==> config.mk <==
export PLATFORM = sky130hd
export DESIGN_NAME = synth_record_regs
export DESIGN_NICKNAME = d
export VERILOG_FILES = /design/src/synth_regs_pkg.sv /design/src/lock_timer.sv /design/src/synth_record_regs.sv
export SDC_FILE = /design/constraint.sdc
export NUM_CORES = 1
export LEC_CHECK = 0
export BUFFER_PORTS_ARGS = -buffer_cell sky130_fd_sc_hd__buf_2
export CORE_MARGIN = 8
export CORE_UTILIZATION = 35
export CTS_BUF_LIST = sky130_fd_sc_hd__clkbuf_4 sky130_fd_sc_hd__clkbuf_8 sky130_fd_sc_hd__clkbuf_16
export DETAILED_ROUTE_END_ITERATION = 12
export MAX_ROUTING_LAYER = met4
export SLEW_MARGIN = 10
export SYNTH_ARGS = -nofsm -noshare
export SYNTH_HDL_FRONTEND = slang
export SYNTH_SLANG_ARGS = --single-unit
export TNS_END_PERCENT = 5
==> constraint.sdc <==
create_clock -name sys_clk -period 3.1 [get_ports sys_clk]
set_input_delay 0.155 -clock sys_clk [delete_from_list [all_inputs] [get_ports sys_clk]]
set_output_delay 0.155 -clock sys_clk [all_outputs]
set_load 0.01 [all_outputs]
==> src/synth_regs_pkg.sv <==
// Purpose: Shared constants for the synthesizer and record-path register bank
// Assumes: Byte-wide register access from the control-bus front end
// Notes:   Offsets are 16-bit control-bus register addresses

package synth_regs_pkg;

  // ----------------------------------------------------------------------
  // Register addresses
  // ----------------------------------------------------------------------
  localparam logic [15:0] ADDR_SYNTH_B0     = 16'h4002; // Bits 47:40
  localparam logic [15:0] ADDR_MIC_BEEP     = 16'h4008;
  localparam logic [15:0] ADDR_REC_PWR      = 16'h4009;
  localparam int          SYNTH_BYTES       = 6;

  // ----------------------------------------------------------------------
  // Reset values
  // ----------------------------------------------------------------------
  localparam logic [15:0] RST_DENOM         = 16'h0753;
  localparam logic [15:0] RST_NUMER         = 16'h0287;
  localparam logic [3:0]  RST_INT_MULT      = 4'h3;
  localparam logic [1:0]  RST_IN_DIV        = 2'h0;
  localparam logic        RST_FRAC_MODE     = 1'b1;
  localparam logic        RST_SYNTH_EN      = 1'b0;
  localparam logic [7:0]  RST_MIC_BEEP      = 8'h00;
  localparam logic [7:0]  RST_REC_PWR       = 8'h00;

  // ----------------------------------------------------------------------
  // Field positions and masks
  // ----------------------------------------------------------------------
  localparam int          POS_DENOM_HI      = 40;
  localparam int          POS_DENOM_LO      = 32;
  localparam int          POS_NUMER_HI      = 24;
  localparam int          POS_NUMER_LO      = 16;
  localparam int          POS_INT_MULT      = 11;
  localparam int          POS_IN_DIV        = 9;
  localparam int          POS_FRAC_MODE     = 8;
  localparam int          POS_LOCK          = 1;
  localparam int          POS_SYNTH_EN      = 0;
  localparam int          POS_DMIC_SEL      = 4;
  localparam int          POS_BEEP_PASS     = 3;
  localparam int          POS_BEEP_GAIN     = 0;
  localparam int          POS_MIX_BOOST     = 5;
  localparam int          POS_ADC_BIAS      = 3;
  localparam int          POS_FE_BIAS       = 1;
  localparam logic [7:0]  MASK_MIC_BEEP     = 8'h3f;
  localparam logic [7:0]  MASK_REC_PWR      = 8'h7e;
  localparam logic [3:0]  INT_MULT_MIN      = 4'h2;
  localparam logic [3:0]  INT_MULT_MAX      = 4'h8;

  // ----------------------------------------------------------------------
  // Lock detection timing
  // ----------------------------------------------------------------------
  localparam int          CLK_MHZ           = 20;
  localparam int          LOCK_TIME_US      = 100;
  localparam int          LOCK_CYCLES       = LOCK_TIME_US * CLK_MHZ;

  // Record-path bias modes
  typedef enum logic [1:0] {
    BIAS_NORMAL, BIAS_EXTREME_SAVE, BIAS_SAVE, BIAS_ENHANCED
  } bias_mode_t;

  // Beep gain in dB for each code
  function automatic logic signed [7:0] beep_gain_db(input logic [2:0] c);
    case (c)
      3'h0:    beep_gain_db = 8'sd0;
      3'h1:    beep_gain_db = 8'sd6;
      3'h2:    beep_gain_db = 8'sd10;
      3'h3:    beep_gain_db = 8'sd14;
      3'h4:    beep_gain_db = -8'sd23;
      3'h5:    beep_gain_db = 8'sd20;
      3'h6:    beep_gain_db = 8'sd26;
      default: beep_gain_db = 8'sd32;
    endcase
  endfunction : beep_gain_db

endpackage : synth_regs_pkg

==> src/lock_timer.sv <==
// Purpose: Sticky lock indicator for the frequency synthesizer
// Assumes: Reference activity arrives already synchronised
// Notes:   Lock is declared after a settle time of steady operation

`timescale 1ns/1ps
`default_nettype none

module lock_timer
  import synth_regs_pkg::*;
#(
  parameter int LOCK_COUNT = LOCK_CYCLES
) (
  input  wire logic sys_clk,
  input  wire logic rst_n,
  input  wire logic enable,
  input  wire logic restart,
  input  wire logic ref_ok,
  output logic      locked
);

  logic [15:0] count;
  wire         done = (count == LOCK_COUNT[15:0] - 16'h0001);

  // ----------------------------------------------------------------------
  // Settle counter and sticky flag
  // ----------------------------------------------------------------------
  // A new setting restarts the settle time but a held lock stays sticky
  always_ff @(posedge sys_clk or negedge rst_n) begin
    if (!rst_n) begin
      count  <= 16'h0000;
      locked <= 1'b0;
    end else if (!enable) begin
      count  <= 16'h0000;
      locked <= 1'b0;
    end else if (restart || !ref_ok) begin
      count  <= 16'h0000;
    end else if (!locked) begin
      if (done) locked <= 1'b1;
      count <= count + 16'h0001;
    end
  end

endmodule : lock_timer

`default_nettype wire

==> src/synth_record_regs.sv <==
// Purpose: Synthesizer control word and record-path configuration registers
// Assumes: Control-bus front end presents decoded byte reads and writes
// Notes:   Synthesizer word is committed only after a six-byte burst

`timescale 1ns/1ps
`default_nettype none

module synth_record_regs
  import synth_regs_pkg::*;
(
  input  wire logic        sys_clk,
  input  wire logic        rst_n,
  input  wire logic        reg_wr,
  input  wire logic        reg_rd,
  input  wire logic        burst_end,
  input  wire logic [15:0] reg_addr,
  input  wire logic [7:0]  reg_wdata,
  output logic      [7:0]  reg_rdata,
  input  wire logic        mclk_active,
  output logic      [15:0] synth_denom,
  output logic      [15:0] synth_numer,
  output logic      [3:0]  synth_int_mult,
  output logic      [1:0]  synth_in_div,
  output logic             synth_frac_mode,
  output logic             synth_enable,
  output logic             synth_locked,
  output logic             synth_cfg_valid,
  output logic      [1:0]  dmic_select,
  output logic             digital_mic_input_one,
  output logic             digital_mic_input_two,
  output logic             analog_front_pd,
  output logic             beep_pass,
  output logic      [2:0]  beep_gain_code,
  output logic signed [7:0] beep_gain_value,
  output logic      [1:0]  mixer_boost,
  output bias_mode_t       adc_bias,
  output bias_mode_t       front_bias
);

  // ----------------------------------------------------------------------
  // Storage
  // ----------------------------------------------------------------------
  logic [7:0]  stage [SYNTH_BYTES];   // Burst staging bytes
  logic [5:0]  stage_seen;            // Bytes written in this burst
  logic [7:0]  mic_beep;
  logic [7:0]  rec_pwr;
  logic [47:0] synth_word;
  logic        ref_meta;
  logic        ref_sync;
  logic        lock_flag;
  logic        commit_pulse;

  // ----------------------------------------------------------------------
  // Address decode
  // ----------------------------------------------------------------------
  wire [15:0] synth_off  = reg_addr - ADDR_SYNTH_B0;
  wire        hit_synth  = (reg_addr >= ADDR_SYNTH_B0) &&
                           (synth_off < 16'(SYNTH_BYTES));
  wire [2:0]  synth_idx  = synth_off[2:0];
  wire        hit_mic    = (reg_addr == ADDR_MIC_BEEP);
  wire        hit_pwr    = (reg_addr == ADDR_REC_PWR);
  wire        wr_synth   = reg_wr && hit_synth;
  // A word is applied only when every byte arrived in one burst
  wire        burst_full = burst_end && (stage_seen == 6'h3f);

  // Multiplier outside 2..8 is refused, keeping the old word
  wire [3:0]  new_mult   = stage[4][6:3];
  wire        mult_ok    = (new_mult >= INT_MULT_MIN) &&
                           (new_mult <= INT_MULT_MAX);

  // ----------------------------------------------------------------------
  // Burst staging
  // ----------------------------------------------------------------------
  always_ff @(posedge sys_clk or negedge rst_n) begin
    if (!rst_n) begin
      for (int i = 0; i < SYNTH_BYTES; i++) stage[i] <= 8'h00;
      stage_seen <= 6'h00;
    end else begin
      if (wr_synth) begin
        stage[synth_idx]      <= reg_wdata;
        stage_seen[synth_idx] <= 1'b1;
      end
      if (burst_end) stage_seen <= 6'h00;
    end
  end

  // ----------------------------------------------------------------------
  // Synthesizer word commit
  // ----------------------------------------------------------------------
  always_ff @(posedge sys_clk or negedge rst_n) begin
    if (!rst_n) begin
      synth_word <= {RST_DENOM, RST_NUMER, 1'b0, RST_INT_MULT,
                     RST_IN_DIV, RST_FRAC_MODE, 7'h00, RST_SYNTH_EN};
      commit_pulse <= 1'b0;
    end else begin
      commit_pulse <= 1'b0;
      if (burst_full && mult_ok) begin
        synth_word[47:32] <= {stage[0], stage[1]};
        synth_word[31:16] <= {stage[2], stage[3]};
        synth_word[15]    <= 1'b0;
        synth_word[14:8]  <= stage[4][6:0];
        synth_word[7:1]   <= 7'h00;
        synth_word[0]     <= stage[5][0];
        commit_pulse      <= 1'b1;
      end
    end
  end

  // ----------------------------------------------------------------------
  // Record-path registers
  // ----------------------------------------------------------------------
  always_ff @(posedge sys_clk or negedge rst_n) begin
    if (!rst_n) begin
      mic_beep <= RST_MIC_BEEP;
      rec_pwr  <= RST_REC_PWR;
    end else begin
      if (reg_wr && hit_mic) mic_beep <= reg_wdata & MASK_MIC_BEEP;
      if (reg_wr && hit_pwr) rec_pwr  <= reg_wdata & MASK_REC_PWR;
    end
  end

  // ----------------------------------------------------------------------
  // Reference activity synchroniser
  // ----------------------------------------------------------------------
  always_ff @(posedge sys_clk or negedge rst_n) begin
    if (!rst_n) begin
      ref_meta <= 1'b0;
      ref_sync <= 1'b0;
    end else begin
      ref_meta <= mclk_active;
      ref_sync <= ref_meta;
    end
  end

  lock_timer u_lock (
    .sys_clk (sys_clk),
    .rst_n   (rst_n),
    .enable  (synth_word[POS_SYNTH_EN]),
    .restart (commit_pulse),
    .ref_ok  (ref_sync),
    .locked  (lock_flag)
  );

  // ----------------------------------------------------------------------
  // Read-back; lock bit is live, reserved bits read zero
  // ----------------------------------------------------------------------
  // Byte picker stays in range, so an index past the word gives zero
  function automatic logic [7:0] word_byte(input logic [47:0] w,
                                           input logic [2:0]  i);
    case (i)
      3'h0:    word_byte = w[47:40];
      3'h1:    word_byte = w[39:32];
      3'h2:    word_byte = w[31:24];
      3'h3:    word_byte = w[23:16];
      3'h4:    word_byte = w[15:8];
      3'h5:    word_byte = w[7:0];
      default: word_byte = 8'h00;
    endcase
  endfunction : word_byte

  wire [47:0] synth_rd = {synth_word[47:2], lock_flag,
                          synth_word[0]};
  wire [7:0]  synth_byte = word_byte(synth_rd, synth_idx);
  wire [7:0]  next_rdata = !reg_rd   ? reg_rdata :
                           hit_synth ? synth_byte :
                           hit_mic   ? mic_beep :
                           hit_pwr   ? rec_pwr : 8'h00;

  always_ff @(posedge sys_clk or negedge rst_n) begin
    if (!rst_n) reg_rdata <= 8'h00;
    else        reg_rdata <= next_rdata;
  end

  // ----------------------------------------------------------------------
  // Configuration outputs
  // ----------------------------------------------------------------------
  // Fractional output = ref / X * (R + N/M); integer mode ignores N/M
  assign synth_denom     = synth_word[POS_DENOM_HI+7 -: 16];
  assign synth_numer     = synth_word[POS_NUMER_HI+7 -: 16];
  assign synth_int_mult  = synth_word[POS_INT_MULT +: 4];
  assign synth_in_div    = synth_word[POS_IN_DIV +: 2];
  assign synth_frac_mode = synth_word[POS_FRAC_MODE];
  assign synth_enable    = synth_word[POS_SYNTH_EN];
  assign synth_locked    = lock_flag;
  // Zero denominator would divide by zero, so fraction is unusable
  assign synth_cfg_valid = !synth_frac_mode ||
                           (synth_denom != 16'h0000);

  assign dmic_select           = mic_beep[POS_DMIC_SEL +: 2];
  assign digital_mic_input_one = (dmic_select == 2'b01);
  assign digital_mic_input_two = (dmic_select == 2'b10);
  // Reserved code 11 still powers down the front end, the safe side
  assign analog_front_pd       = (dmic_select != 2'b00);
  assign beep_pass             = mic_beep[POS_BEEP_PASS];
  assign beep_gain_code        = mic_beep[POS_BEEP_GAIN +: 3];
  assign beep_gain_value       = beep_gain_db(beep_gain_code);
  assign mixer_boost           = rec_pwr[POS_MIX_BOOST +: 2];
  assign adc_bias   = bias_mode_t'(rec_pwr[POS_ADC_BIAS +: 2]);
  assign front_bias = bias_mode_t'(rec_pwr[POS_FE_BIAS +: 2]);

endmodule : synth_record_regs

`default_nettype wire

==> results of run 1 <==
==> per-layer routing <==
layer / up-vias / share of wire, % / global-route usage, %
met2: 86 / 49 / 24.3
met3: 11 / 3.2 / 3.45
met5: - / 0 / -
li1: 1960 / - / -
met4: 0 / 0.84 / 4.06
met1: 2129 / 47 / 19.6
==> through the flow <==
step                instances  worst slack [ns]  util, %  cell area, sq um  total power, mW
floorplan                 474             0.696        -              5900             1.73
global placement          786             0.371     40.5              6690             1.83
detailed placement        786             0.313     40.5              6690             1.83
CTS                       821             0.751     44.1              7290             3.76
global route              821             0.642     44.1              7290             3.86
finish                    821             0.754     44.1              7290             3.73
==> worst register-to-register path, cell delays in order (launching register included) <==
cell and delay, ns:
dfrtp_1 0.40, nor3_1 0.20, a21oi_1 0.11, nor3_2 0.20, buf_4 0.38, mux2_2 0.41
==> layout by cell type, fill, tap and decap left out, types with 5 or more instances in the layout <==
master,netlist,layout
o21ai_0,9,9
a21oi_1,13,13
buf_2,1,101
nand2_1,23,23
nor3_1,9,8
inv_1,15,15
nand2b_1,8,8
mux2_2,94,94
dfstp_2,15,15
o2111ai_2,5,5
dfrtp_1,111,111
nand3_1,16,16
nor2b_1,7,7
or3_1,5,5
clkinv_2,0,6
o211ai_1,9,9
clkbuf_16,0,17
nand4_1,8,8
buf_4,2,9
xor2_1,6,6
nor2_1,28,28
ha_1,5,5
mux2_4,6,6
xnor2_1,8,8
mux2i_1,9,9
==> path summary, 6_finish.rpt <==
kind / from / to / slack (ns) / cells past startpoint
min in group asynchronous: rst_n / rec_pwr[1] / 0.38 / 2
max: reg_addr[2] / stage[18] / 0.75 / 8
max in group asynchronous: rst_n / synth_word[23] / 1.84 / 3
min: reg_wdata[7] / stage[39] / 0.04 / 2
min reg2reg: ref_meta / ref_sync / 0.37 / 0
max reg2reg: new_mult[2] / synth_word[26] / 1.29 / 5
==> power groups by stage <==
stage / Combinational (mW) / Clock, mW / Sequential (mW)
final: 0.154 / 1.93 / 1.65
after global routing: 0.172 / 2.04 / 1.65
after CTS: 0.157 / 1.96 / 1.65
after detailed placement: 0.153 / 0 / 1.68
after global placement: 0.150 / 0 / 1.68
after floorplan: 0.0571 / 0 / 1.68
==> cell families (layout without fill, tap and decap cells) <==
logic type,count (synthesis),count (layout),share of synthesized area [%]
compound gates,53,53,6.68
xor+xnor,14,14,2.08
fa+ha+maj,5,5,1.06
buf+inv,34,161,2.44
flops,126,126,53.8
mux,112,112,22.1
simple gates,130,130,11.9
==> area by class of cell <==
cell class	count	area [sq um]	share of cell area [%]
sequential	126	3170	43.5
tap	220	275	3.77
timing repair buffer	114	623	8.54
inverter	15	56.3	0.772
clock inverter	12	121	1.66
multi-input combinational	314	2590	35.5
clock buffer	20	454	6.23
==> registers in the layout, summed over array words and instances (netlist names) <==
signal,cells
commit_pulse,1
mic_beep,6
new_mult,4
rec_pwr,6
ref_meta,1
ref_sync,1
reg_rdata,8
stage,36
stage_seen,6
synth_word,40
u_lock.count,16
u_lock.locked,1
==> flow_summary.toml, run 1 <==
[global_route]
grt_max_degree = 66
grt_overflow = 0
grt_pass1_vias = 4496
grt.total_usage_pct = 15.4
grt_pass1_wl_mm = 25.1
antenna_found_initial = 0

[clock_network]
cts_tree = "yes"
hold_buffers = 3
clock-root-buffer = "clkbuf_16"
clkLatencyLatePin_ns = 0.41
cts-resized-gates = 0
clockBufferDepth = 2
cts_made_buffers = 17
clk_pin_slew_ns = 0.05
cts_max_level = 4
cts_sinks = 126
cts_setup_buffers = 0

[detailed_routing]
drtAntennaViolNets = 0
dr.first_iter.drc_count = 299
vias_per_cell = 5.10
drc = 0
wirelength_mm = 15.4
wl_per_cell_um = 18.8
vias = 4186
first_pass_iters = 4

[final_layout]
areaGrowthSynthToFinish_pct = 23.6
antenna_cells = 0
nNetsFinal = 623
n_fill_cell = 1543
drive_gt1_share_pct = 45.8

[power]
power.internal_mw = 2.91
p_sw_share_pct = 22.1
p_clk_share_pct = 51.7
power_switching_mw = 0.825
p_per_area_mw_per_mm2 = 512
power_leakage_nw = 3.54
comb_power_share_pct = 4.1
ir_worst_vdd_uv = 365
p_seq_share_pct = 44.2

[sta]
setup_viol = 0
fin_hold_ws_ns = 0.0434
period_share_pct = 75.7
clock_skew_ns = 0.00549
slew_violations = 0
setup_tns_ns = 0
maxSlewHeadroom_pct = 45.1
tightestPinTransition_ns = 0.823
max_freq_mhz = 426
rsz0062_at_grt = "false"
finalHoldViolCount = 0
final.min_clock_period_ns = 2.35

[floorplanning]
coreArea_sq_mm = 0.0165
die_area_sq_mm = 0.0213
ios = 103
die_h_um = 146
die_width_um = 146
start_util_pct = 35.7
row_count = 47

[critical_path]
crit_chain = "buf_2, inv_1, ha_1, nor4b_1, nand3_1, a211oi_2, o2111ai_2, mux2_2"
worst_path_dominant_cell_family = "compound AO/OA/AOI/OAI gates"
cp_max_fo = 9
critPathArrivalTime_ns = 2.64
endpoint_kind = "flip-flop"
cp.required_ns = 3.39
slowest_delay_ns = 0.59
crit_type = "input pin to flip-flop"
cp.buffers_inverters = 2
critPathLaunchType = "input pin"
crit_slowest_cell = "a211oi_2"

[synth]
netlist_top_cells_count = "111 x dfrtp_1, 94 x mux2_2, 28 x nor2_1, 23 x nand2_1, 16 x nand3_1"
ys.warnings.count = 0
yosysMostFrequentCell = "dfrtp_1"
yosysTopAreaCell = "dfrtp_1"
yosys-top-cells-area = "dfrtp_1 47%, mux2_2 18%, dfstp_2 6.7%"
synth_seq_area_share_pct = 53.8
synthArstFlopShare_pct = 100
netlist_area_sq_mm = 0.00590
ys.flop_type = "dfrtp_1"
synth_edf_count = 0
syn_nets = 509
syn_avg_cell_area_sq_um = 12.4
postSynthCellCount = 474
synth.distinct_cells = 56
netlist.area_leader.share_pct = 47.1
ys_seq_elements = 126

[placed_design]
globalplace.congestion = 0.843
portBuffers = 102
hpwl_mm = 11.0

[outcome]
status = "complete, no violations"

[run]
cap_violations = 0

[min_path]
hp-class = "input pin to flip-flop"
No activity file was read; power rests on OpenSTA's default activity.
==> run 2: changes to the inputs <==
==> constraint.sdc (replaced) <==
create_clock -name sys_clk -period 2 [get_ports sys_clk]
set_input_delay 0.1 -clock sys_clk [delete_from_list [all_inputs] [get_ports sys_clk]]
set_output_delay 0.1 -clock sys_clk [all_outputs]
set_load 0.01 [all_outputs]
==> run 2 against run 1 <==
Compared with the run above:
- non-clock buffer count increased by 36
- sequential power increased by 55%
- combinational power increased by 94%
- final cell count increased by 4.6%
- critical path depth decreased by 4
- die area unchanged
- largest power group unchanged
==> flow_summary.toml, run 2 (synthesis gave the netlist of run 1 again) <==
[outcome]
status = "complete, no violations"

[critical_path]
endpoint_kind = "output pin"
crit_type = "flip-flop to output pin"
critPathArrivalTime_ns = 1.79
cp.required_ns = 1.90
cp_max_fo = 4
critPathLaunchType = "flip-flop"

[final_layout]
reg_top3 = "synth_word: 40 flops, stage: 36 flops, u_lock.count: 16 flops"
largest_register_ff_count = 40
mostFrequentLayoutCell = "dfrtp_1"
largest-register = "synth_word"
stdcell_count = 859
final_cell_mix = "111 x dfrtp_1, 101 x buf_2, 93 x mux2_2"
nNetsFinal = 659
drive_gt1_share_pct = 49.6
areaGrowthSynthToFinish_pct = 31.9
design_area_sq_mm = 0.00778

[detailed_routing]
vias = 4361
vias_per_cell = 5.08
dr.first_iter.drc_count = 252
wirelength_mm = 16.2
drc = 0
wl_per_cell_um = 18.8
drtAntennaViolNets = 0
first_pass_iters = 4

[placed_design]
globalplace.congestion = 0.830
dpl-instance-area_sq_mm = 0.00713
portBuffers = 102
hpwl_mm = 11.7
place_inst = 821

[global_route]
grt_pass1_vias = 4726
grt_pass1_wl_mm = 25.9
grt_max_degree = 47
grt_overflow = 0
antenna_found_initial = 2
grt.total_usage_pct = 15.9

[floorplanning]
start_util_pct = 35.7
die_area_sq_mm = 0.0213
row_count = 47
ios = 103
die_h_um = 146
coreArea_sq_mm = 0.0165
die_width_um = 146

[sta]
clock_skew_ns = 0.00674
tightestPinTransition_ns = 0.542
finalHoldViolCount = 0
final.min_clock_period_ns = 1.89
period_share_pct = 94.3
maxSlewHeadroom_pct = 63.9
slew_violations = 0
setup_viol = 0
max_freq_mhz = 530
rsz0062_at_grt = "false"

[power]
p_total_mw = 5.93
ir_worst_vdd_uv = 514
power_leakage_nw = 3.76
p_per_area_mw_per_mm2 = 762

[clock_network]
cts_tree = "yes"
clock-root-buffer = "clkbuf_16"
clockBufferDepth = 2
cts_sinks = 126
clk_pin_slew_ns = 0.06
clkLatencyLatePin_ns = 0.42
cts_max_level = 4
cts_made_buffers = 17

[min_path]
hp-class = "input pin to flip-flop"

[run]
cap_violations = 0
-- run 2: metrics by stage --
stage,hold WS (ns),setup WS (ns),setup TNS [ns],util (%)
after floorplan,-0.196,-0.115,-3.43,-
after global placement,0.104,-0.253,-6.47,43.2
after detailed placement,0.114,-0.299,-7.12,43.2
after CTS,0.00953,0.00623,0,47.0
after global routing,0.0152,0.0255,0,47.1
final,0.0223,0.113,0,47.1
-- run 2: worst paths after layout --
check                             endpoint  depth (start not counted)  slack [ns]           start
max in group asynchronous   synth_word[23]                          3        1.08           rst_n
min reg2reg                       ref_sync                          0        0.35        ref_meta
max                        synth_cfg_valid                          4        0.11  synth_word[37]
max reg2reg                 synth_word[29]                          5        0.20     new_mult[2]
min in group asynchronous         ref_meta                          2        0.22           rst_n
min                            mic_beep[1]                          3        0.02    reg_wdata[1]
-- run 2: cell type report --
class	instances	area [sq um]
Antenna cell	2	5.00
Inverter	15	63.8
Fill cell	1475	8740
Clock buffer	23	489
Multi-Input combinational cell	314	2700
Tap cell	220	275
Timing Repair Buffer	150	971
Clock inverter	9	109
Sequential cell	126	3170
-- run 2: layer usage --
metal	track usage, %	up-vias	part of all wire (%)
met4	6.09	0	1.7
li1	-	2023	-
met3	3.76	19	4.4
met1	19.5	2218	46
met2	25.0	101	48
met5	-	-	0
-- run 2: worst max-delay path: stages (launching register included) --
cell and delay, ns:
dfrtp_1 0.40, or4_4 0.57, nor3_2 0.11, nand4_1 0.11, buf_2 0.17
-- run 2: where the power goes --
part	internal, mW	switching (mW)	leakage, nW
Sequential	2.56	0.00122	1.70
Combinational	0.111	0.188	1.77
Clock	1.97	1.10	0.298
-- run 2: what timing repair did --
item | 4_1_cts | 5_1_grt
setup buffers | 0 | 0
hold buffers | 4 | 0
hold endpoints to repair | 46 | 0
endpoints found under the setup margin | 0 | 1
gates resized for setup | 0 | 2
